==> config.mk <==
export PLATFORM = sky130hd
export DESIGN_NAME = dds_serial_control_load
export DESIGN_NICKNAME = d
export VERILOG_FILES = /design/src/core/dds_pkg.sv /design/src/core/dds_serial_control_load.sv
export SDC_FILE = /design/constraint.sdc
export NUM_CORES = 1
export LEC_CHECK = 0
export BUFFER_PORTS_ARGS = -buffer_cell sky130_fd_sc_hd__buf_2
export CORE_ASPECT_RATIO = 1.25
export CORE_UTILIZATION = 50
export CTS_CLUSTER_DIAMETER = 150
export DETAILED_ROUTE_END_ITERATION = 8
export GPL_ROUTABILITY_DRIVEN = 0
export PLACE_DENSITY = 0.65
export SETUP_SLACK_MARGIN = 0.3
export SLEW_MARGIN = 0
export SYNTH_ARGS = -nofsm -noshare
export SYNTH_HDL_FRONTEND = slang
export SYNTH_SLANG_ARGS = --single-unit
==> constraint.sdc <==
create_clock -name sys_clk -period 22.2 [get_ports sys_clk]
set_input_delay 2.22 -clock sys_clk [delete_from_list [all_inputs] [get_ports sys_clk]]
set_output_delay 2.22 -clock sys_clk [all_outputs]
set_load 0.05 [all_outputs]
==> src/core/dds_pkg.sv <==
// Constants, field layouts and carrier types for the synthesizer serial load block
package dds_pkg;
  localparam int unsigned WORD_W  = 16;
  localparam int unsigned HALF_W  = 14;
  localparam int unsigned FREQ_W  = 28;
  localparam int unsigned PHASE_W = 12;
  localparam int unsigned CNT_W   = 4;
  // Master clock cycles from a selection or load to the output
  localparam int unsigned PIPE_LAT = 8;
  // Prefix field of a serial word
  localparam int unsigned PFX_HI = 15;
  localparam int unsigned PFX_LO = 14;
  // Bit 13 of a phase word picks the second phase register
  localparam int unsigned PHASE_SEL_BIT = 13;
  localparam logic [CNT_W-1:0]   LAST_BIT     = 4'hF;
  localparam logic [HALF_W-1:0]  CTRL_RST     = 14'h0000;
  localparam logic [FREQ_W-1:0]  FREQ_RST     = 28'h0000000;
  localparam logic [PHASE_W-1:0] PHASE_RST    = 12'h000;
  localparam logic [PHASE_W-1:0] DAC_CLEAR    = 12'h000;

  typedef enum logic [1:0] {
    ADDR_CTRL   = 2'b00,
    ADDR_FREQ_A = 2'b01,
    ADDR_FREQ_B = 2'b10,
    ADDR_PHASE  = 2'b11
  } addr_e;

  // Control bits 13 down to 0
  typedef struct packed {
    logic full_word_load;
    logic half_select;
    logic freq_select_bit;
    logic phase_select_bit;
    logic control_source;
    logic reset_bit;
    logic sleep_clk;
    logic sleep_dac;
    logic sign_output_enable;
    logic comparator_route;
    logic div2;
    logic rsvd2;
    logic mode;
    logic rsvd0;
  } ctrl_s;

  // One stage of the output pipeline
  typedef struct packed {
    logic               clr;
    logic               sleep;
    logic [FREQ_W-1:0]  inc;
    logic [PHASE_W-1:0] off;
  } pipe_s;
endpackage : dds_pkg

==> src/core/dds_serial_control_load.sv <==
// Serial word port, control decode, register load and output pipeline
`timescale 1ns/10ps

module dds_serial_control_load
#(
  parameter int unsigned LATENCY = dds_pkg::PIPE_LAT
) (
  input  wire logic                        sys_clk,
  input  wire logic                        rst_b,
  input  wire logic                        sclk_pin,
  input  wire logic                        frame_sync_n,
  input  wire logic                        sdata_pin,
  input  wire logic                        freq_select_pin,
  input  wire logic                        phase_select_pin,
  input  wire logic                        reset_pin,
  input  wire logic                        power_down_pin,
  input  wire logic                        comparator_in,
  output logic      [dds_pkg::PHASE_W-1:0] dac_code,
  output logic                             dac_power_down,
  output logic                             sign_out,
  output logic                             sign_oe_n
);
  import dds_pkg::*;

  // ==========================================================
  // Reset release and input synchronisers
  logic [1:0] rst_sync_r;
  logic       rst_q;
  always_ff @(posedge sys_clk or negedge rst_b) begin
    if (!rst_b) begin
      rst_sync_r <= 2'b00;
    end else begin
      rst_sync_r <= {rst_sync_r[0], 1'b1};
    end
  end
  assign rst_q = rst_sync_r[1];

  localparam int unsigned NSYNC = 8;
  logic [NSYNC-1:0] pin_meta_r;
  logic [NSYNC-1:0] pin_sync_r;
  logic             sclk_last_r;
  always_ff @(posedge sys_clk or negedge rst_q) begin
    if (!rst_q) begin
      pin_meta_r  <= 8'hFF;
      pin_sync_r  <= 8'hFF;
      sclk_last_r <= 1'b1;
    end else begin
      pin_meta_r  <= {sclk_pin, frame_sync_n, sdata_pin, freq_select_pin,
                      phase_select_pin, reset_pin, power_down_pin, comparator_in};
      pin_sync_r  <= pin_meta_r;
      sclk_last_r <= pin_sync_r[7];
    end
  end

  logic sclk_s, frame_sync_n_n_s, sdata_s, freq_select_bit_s, psel_s, rst_pin_s, pdn_s, cmp_s;
  assign {sclk_s, frame_sync_n_n_s, sdata_s, freq_select_bit_s, psel_s, rst_pin_s, pdn_s, cmp_s} = pin_sync_r;

  // ==========================================================
  // Serial shift register
  logic              sclk_fall;
  logic [CNT_W-1:0]  bit_cnt_r;
  logic [WORD_W-1:0] shift_r;
  logic [WORD_W-1:0] word_nxt;
  logic              word_stb_r;
  logic [WORD_W-1:0] word_r;

  // A rising frame sync with a partial word simply drops those bits
  assign sclk_fall = sclk_last_r & ~sclk_s & ~frame_sync_n_n_s;
  assign word_nxt  = {shift_r[WORD_W-2:0], sdata_s};

  always_ff @(posedge sys_clk or negedge rst_q) begin
    if (!rst_q) begin
      bit_cnt_r  <= '0;
      shift_r    <= '0;
      word_stb_r <= 1'b0;
      word_r     <= '0;
    end else begin
      word_stb_r <= 1'b0;
      if (frame_sync_n_n_s) begin
        bit_cnt_r <= '0;
      end else if (sclk_fall) begin
        shift_r   <= word_nxt;
        bit_cnt_r <= bit_cnt_r + 4'h1;
        if (bit_cnt_r == LAST_BIT) begin
          word_stb_r <= 1'b1;
          word_r     <= word_nxt;
        end
      end
    end
  end

  // ==========================================================
  // Word decode and programmed registers
  ctrl_s              control_word;
  logic [FREQ_W-1:0]  freq_r [2];
  logic [PHASE_W-1:0] phase_r [2];
  logic               half_pend_r;
  logic               pend_addr_r;
  logic [HALF_W-1:0]  low_hold_r;
  addr_e              word_addr;
  logic [HALF_W-1:0]  word_data;
  logic               fidx;

  assign word_addr = addr_e'(word_r[PFX_HI:PFX_LO]);
  assign word_data = word_r[HALF_W-1:0];
  assign fidx      = word_r[PFX_HI];

  always_ff @(posedge sys_clk or negedge rst_q) begin
    if (!rst_q) begin
      control_word <= CTRL_RST;
    end else if (word_stb_r && word_addr == ADDR_CTRL) begin
      control_word <= word_data;
    end
  end

  // Pending first half is dropped once single-write mode returns
  always_ff @(posedge sys_clk or negedge rst_q) begin
    if (!rst_q) begin
      freq_r[0]   <= FREQ_RST;
      freq_r[1]   <= FREQ_RST;
      phase_r[0]  <= PHASE_RST;
      phase_r[1]  <= PHASE_RST;
      half_pend_r <= 1'b0;
      pend_addr_r <= 1'b0;
      low_hold_r  <= '0;
    end else begin
      if (!control_word.full_word_load) begin
        half_pend_r <= 1'b0;
      end
      if (word_stb_r) begin
        unique case (word_addr)
          ADDR_CTRL: begin
          end
          ADDR_FREQ_A, ADDR_FREQ_B: begin
            if (control_word.full_word_load) begin
              if (half_pend_r && pend_addr_r == fidx) begin
                freq_r[fidx] <= {word_data, low_hold_r};
                half_pend_r  <= 1'b0;
              end else begin
                low_hold_r  <= word_data;
                pend_addr_r <= fidx;
                half_pend_r <= 1'b1;
              end
            end else if (control_word.half_select) begin
              freq_r[fidx][FREQ_W-1:HALF_W] <= word_data;
            end else begin
              freq_r[fidx][HALF_W-1:0] <= word_data;
            end
          end
          ADDR_PHASE: begin
            phase_r[word_r[PHASE_SEL_BIT]] <= word_r[PHASE_W-1:0];
          end
        endcase
      end
    end
  end

  // ==========================================================
  // Late sampling of control and function sources
  ctrl_s ctrl_smp_r;
  logic  clr_src, sleep_src, freq_select_bit_src, psel_src;
  logic  clr_hold_r, sleep_hold_r;

  always_ff @(posedge sys_clk or negedge rst_q) begin
    if (!rst_q) begin
      ctrl_smp_r <= CTRL_RST;
    end else begin
      ctrl_smp_r <= control_word;
    end
  end

  assign clr_src   = ctrl_smp_r.control_source ? rst_pin_s : ctrl_smp_r.reset_bit;
  assign sleep_src = ctrl_smp_r.control_source ? pdn_s : ctrl_smp_r.sleep_clk;
  assign freq_select_bit_src  = ctrl_smp_r.control_source ? freq_select_bit_s : ctrl_smp_r.freq_select_bit;
  assign psel_src  = ctrl_smp_r.control_source ? psel_s : ctrl_smp_r.phase_select_bit;

  // Release is seen one sample late, assertion is immediate
  always_ff @(posedge sys_clk or negedge rst_q) begin
    if (!rst_q) begin
      clr_hold_r   <= 1'b1;
      sleep_hold_r <= 1'b0;
    end else begin
      clr_hold_r   <= clr_src;
      sleep_hold_r <= sleep_src;
    end
  end

  // ==========================================================
  // Output pipeline: LATENCY-1 stages plus the output stage
  pipe_s pipe_in;
  pipe_s pipe_r [LATENCY-1];
  assign pipe_in.clr   = clr_src | clr_hold_r;
  assign pipe_in.sleep = sleep_src | sleep_hold_r;
  assign pipe_in.inc   = freq_r[freq_select_bit_src];
  assign pipe_in.off   = phase_r[psel_src];

  genvar gi;
  generate
    for (gi = 0; gi < LATENCY - 1; gi++) begin : g_pipe
      always_ff @(posedge sys_clk or negedge rst_q) begin
        if (!rst_q) begin
          pipe_r[gi] <= '{clr: 1'b1, sleep: 1'b0, inc: FREQ_RST, off: PHASE_RST};
        end else begin
          pipe_r[gi] <= (gi == 0) ? pipe_in : pipe_r[(gi == 0) ? 0 : gi - 1];
        end
      end
    end
  endgenerate

  pipe_s              pipe_out;
  logic [FREQ_W-1:0]  acc_r;
  logic [PHASE_W-1:0] phase_sum;
  logic [PHASE_W-1:0] code_nxt;
  assign pipe_out  = pipe_r[LATENCY-2];
  assign phase_sum = acc_r[FREQ_W-1 -: PHASE_W] + pipe_out.off;
  // Mode bypasses the late sample: it steers the output directly
  assign code_nxt  = control_word.mode ?
                     (phase_sum[PHASE_W-1] ? ~{phase_sum[PHASE_W-2:0], 1'b0}
                                           : {phase_sum[PHASE_W-2:0], 1'b0})
                     : phase_sum;

  always_ff @(posedge sys_clk or negedge rst_q) begin
    if (!rst_q) begin
      acc_r    <= FREQ_RST;
      dac_code <= DAC_CLEAR;
    end else if (pipe_out.clr) begin
      acc_r    <= FREQ_RST;
      dac_code <= DAC_CLEAR;
    end else if (!pipe_out.sleep) begin
      acc_r    <= acc_r + pipe_out.inc;
      dac_code <= code_nxt;
    end
  end

  // ==========================================================
  // Sign output and converter power-down
  logic msb_last_r, msb_half_r;
  always_ff @(posedge sys_clk or negedge rst_q) begin
    if (!rst_q) begin
      msb_last_r     <= 1'b0;
      msb_half_r     <= 1'b0;
      sign_out       <= 1'b0;
      sign_oe_n      <= 1'b1;
      dac_power_down <= 1'b0;
    end else begin
      msb_last_r <= dac_code[PHASE_W-1];
      if (dac_code[PHASE_W-1] && !msb_last_r) begin
        msb_half_r <= ~msb_half_r;
      end
      sign_oe_n <= ~ctrl_smp_r.sign_output_enable;
      if (ctrl_smp_r.comparator_route) begin
        sign_out <= cmp_s;
      end else begin
        sign_out <= ctrl_smp_r.div2 ? dac_code[PHASE_W-1] : msb_half_r;
      end
      dac_power_down <= ctrl_smp_r.control_source ? pdn_s : ctrl_smp_r.sleep_dac;
    end
  end
endmodule : dds_serial_control_load

# [Word level (Yosys, flattened, before mapping)]
# Cells that the tools add are included.
# Widths: inputs -> output; s select.
[word_totals] in_bits=10 output_inout_bits=15 elab_cells=161 reg_bits=513
[op_classes] n_bitwise=14 add_sub_neg=3 n_mux=44 magnitude_cmp=6 n_eq_ne=7 reduce_logical=14
[ops] cell="$mux 28" count=7
[ops] cell="$bwmux 56" count=3
[ops] cell="$mux 56" count=3
[ops] cell="$mux 12" count=8
[ops] cell="$demux 28 s1" count=3
[ops] cell="$add 28x28->28" count=1
[ops] cell="$bwmux 24" count=1
[ops] cell="$mux 1" count=15
[ops] cell="$mux 14" count=1
[ops] cell="$add 12x12->12" count=1
[ops] cell="$demux 12 s1" count=1
[ops] cell="$not 12->12" count=1
[ops] cell="$ge 2x2->1 const B" count=4
[ops] cell="$mux 4" count=2
[ops] cell="$not 1->2" count=4
[ops] cell="$reduce_and 3->1" count=2
[ops] cell="$logic_and 1x1->1" count=5
[ops] cell="$not 1->1" count=5
[ops] cell="$add 4x1->4 const B" count=1
[ops] cell="$eq 2x2->1 const B" count=2
[ops] cell="$eq 4x4->1 const B" count=1
[ops] cell="$lt 2x1->1 const B" count=2
[ops] cell="$ne 2x1->1 const B" count=2
[ops] cell="$reduce_and 2->1" count=2
[ops] cell="other kinds (9)" count=11

# [Depth between registers and ports, before layout]
[depth] word_depth=8 depth_mapped=10 depth_no_buf=10

# [Worst setup path after synthesis]
# OpenSTA, ideal clock, no wires.
[synth_timing] kind="register -> output" start="reg sign_oe_n" end="out sign_oe_n" stages_incl_launch_ff=1 path_buffers=0 slack_ns=19.324 t_required_ns=19.980 arrival_time_ns=0.656 path_cell_list="dfstp_2"
[synth_rtl] item="start, declared" line_no="dds_serial_control_load.sv:21" rtl="output logic sign_oe_n"
[synth_rtl] item="start signal, assigned" line_no="dds_serial_control_load.sv:250" rtl="sign_oe_n <= ~ctrl_smp_r.sign_output_enable;"
# No word-level cell between the ends.

# [Final worst setup path]
[layout_timing] start="reg sign_oe_n" end="out sign_oe_n"
# No word-level cell between the ends.

==> flow_metrics.tcl <==
set metrics [dict create \
    synth_common_cells "dfrtp_1 (487), mux2_2 (149), nor2_1 (91)" \
    relSlewSlack_pct 20.36 \
    status "finished, final reports clean" \
    track_usage_pct 17.72 \
    met1_usage_pct 22.95 \
    synth_nets 1279 \
    crit_fanout 1 \
    leakage_uw 0.01026 \
    multi_input_area_mm2 0.004987 \
    fin_nets 1322 \
    ant_nets 0 \
    route.vias.total 9264 \
    setup_slack_ns 18.68 \
    hold_viol 0 \
    cts_resized 0 \
    cp_top_family "flip-flops" \
    clkTransAtPathRegs_ns 0.06 \
    numCtsBuffers 49 \
    grtUsageMet3_pct 2.707 \
    n_fill_cell 2764 \
    drive_above_1_share_pct 23.91 \
    fp.dieH_um 214.8 \
    fin_worst_skew_ns 0.02403 \
    core_mm2 0.03555 \
    netlist_instances 1226 \
    cts_tree "yes" \
    seqCellArea_mm2 0.01287 \
    startpoint_type "flop" \
    holdWs_ns 0.3404 \
    crit_chain "buf_2" \
    cpMaxStageDelayCell "dfstp_2" \
    critical_path_class "reg2out" \
    ys_warn_count 0 \
    timing.fmax_mhz 283.7 \
    dpl_worst_slack_ns 19.23 \
    worst_slew_pin_slew_ns 1.170 \
    slew_viol_final 0 \
    maxCapViolations 0 \
    clock_sinks 513 \
    ctsHoldBuffers 0 \
    grt_pass1_wl_um 50940 \
    root_buffer "clkbuf_16" \
    top_usage_layer "met2" \
    rsz0062_at_grt "false" \
    cp.arrival_ns 1.31 \
    drt_iter0_drc 584 \
    postCtsSetupRepairBufs 0 \
    drt-wirelength-per-cell_um 17.26 \
    p_per_area_mw_per_mm2 88.13 \
    yosysTopAreaCell "dfrtp_1" \
    drc_errors 0 \
    clock_path_buffers 3 \
    use_met2_pct 30.36 \
    grt_remaining_overflow 0 \
    clkLatencyLatePin_ns 0.56 \
    cp.buffers_inverters 1 \
    cpPeakStageDelay_ns 0.51 \
    hold_class "reg2reg" \
    routed_wl_um 30700 \
    synth_flop_cell "dfrtp_1" \
    die_area_mm2 0.03700 \
    grt_pass1_vias 9748 \
    grt_max_degree 203 \
    n_antenna_cell 0 \
    synth-edff-count 0 \
    synth_area_leaders "dfrtp_1 (67%), mux2_2 (9.3%), dfstp_2 (3.8%)" \
    fp.dieW_um 172.2 \
    yosysTopAreaCellShare_pct 67.27 \
    detail_route.vias_per_cell 5.207 \
    num_io_pins 25 \
    critPathRequiredTime_ns 19.98 \
    first_pass_iters 6 \
    initial_core_util_pct 50.96 \
    synth_cell_types 64 \
    endpoint_kind "primary output" \
    synth-seq-cells 513 \
    synthArstFlopShare_pct 100.0 \
    syn_to_final_growth_pct 12.35 \
    syn_avg_cell_area_um2 14.78 \
    tns_ns 0 \
    yosysMostFrequentCell "dfrtp_1" \
    min_period_ns 3.525 \
    ir_worst_vdd_mv 0.07106 \
    yosysSeqAreaShare_pct 71.05 \
    final-setup-viol-count 0 \
    antenna_found_initial 0 \
    syn_area_mm2 0.01811 \
    htreeDepth 2 \
    rows 77 \
    io_buffers 24 \
    dp_hpwl_um 18480 \
    fin_crit_sh_pct 15.88 \
]
==> power by group <==
part	leakage (uW)	switching, uW	internal (uW)
clock	0.000789	333	483
combinational	0.00241	17.3	6.97
sequential	0.00706	8.18	945
total	0.0103	359	1440
==> metrics by stage <==
step | area, um2 | total power, uW | cells | util (%)
floorplan | 18110 | 986.6 | 1226 | -
global placement | 18750 | 994.8 | 1692 | 52.74
detailed placement | 18750 | 996.0 | 1692 | 52.74
CTS | 20350 | 1821 | 1779 | 57.25
global route | 20350 | 1861 | 1779 | 57.25
finish | 20350 | 1794 | 1779 | 57.25
==> final timing paths <==
path,from,end,slack (ns),cells past startpoint
min,pipe_r[49]$_DFF_PN0_,pipe_out[7]$_DFF_PN0_,0.34,0
max in group asynchronous,rst_sync_r[1]$_DFF_PN0_,freq_r[37]$_DFFE_PN0P_,19.32,2
min in group asynchronous,rst_sync_r[1]$_DFF_PN0_,dac_code[7]$_DFFE_PN0P_,0.40,0
min reg2reg,pipe_r[49]$_DFF_PN0_,pipe_out[7]$_DFF_PN0_,0.34,0
max,sign_oe_n$_DFF_PN1_,sign_oe_n,18.68,1
max reg2reg,acc_r[16]$_DFFE_PN0P_,dac_code[11]$_DFFE_PN0P_,19.29,10
==> worst reg2reg max path: stages, from the launching register on <==
cell and delay [ns]:
dfrtp_1 0.40, ha_1 0.25, fa_1 0.43, a211oi_1 0.28, o21bai_1 0.15, a311oi_1 0.38
o21ai_0 0.17, xor2_1 0.31, nand3_1 0.12, a21oi_1 0.19, nor3_1 0.07
==> sequential cells by signal, indices dropped and copies added, names as in the netlist, 9 cells and up <==
| signal | count |
|---|---|
| acc_r | 28 |
| control_word | 12 |
| ctrl_smp_r | 9 |
| dac_code | 12 |
| freq_r | 56 |
| low_hold_r | 14 |
| phase_r | 24 |
| pipe_out | 42 |
| pipe_r | 252 |
| shift_r | 15 |
| word_r | 16 |
==> per-layer routing <==
layer | share of wire (%) | vias to the layer above
li1 | - | 4330
met4 | 2.3 | 0
met5 | 0 | -
met1 | 43 | 4730
met3 | 3.1 | 49
met2 | 52 | 155
==> logic make-up after synthesis <==
group	Yosys count	share of synthesized area [%]
flops	513	71.05
compound gates	215	7.577
simple gates	183	4.510
mux	161	9.925
buf+inv	64	1.540
xor+xnor	46	2.328
fa+ha+maj	43	3.053
other cells	1	0.02070
==> layout by cell type, fill, tap and decap left out, types with 26 or more instances in the layout <==
cell type / count
dfrtp_1: 485
clkbuf_16: 49
a21oi_1: 84
o21ai_0: 28
mux2_2: 149
ha_1: 41
nand2_1: 38
xnor2_1: 30
nor2_1: 91
dfstp_2: 26
==> area by class of cell <==
cell class              count  area share [%]
flip-flops and latches    513           63.26
multi-input cells         649           24.51
clock buffers              67           6.799
well taps                 474           2.914
clock inverters            20           1.076
repair buffers             35           1.057
inverters                  21          0.3873
(Power assumes the default switching activity.)
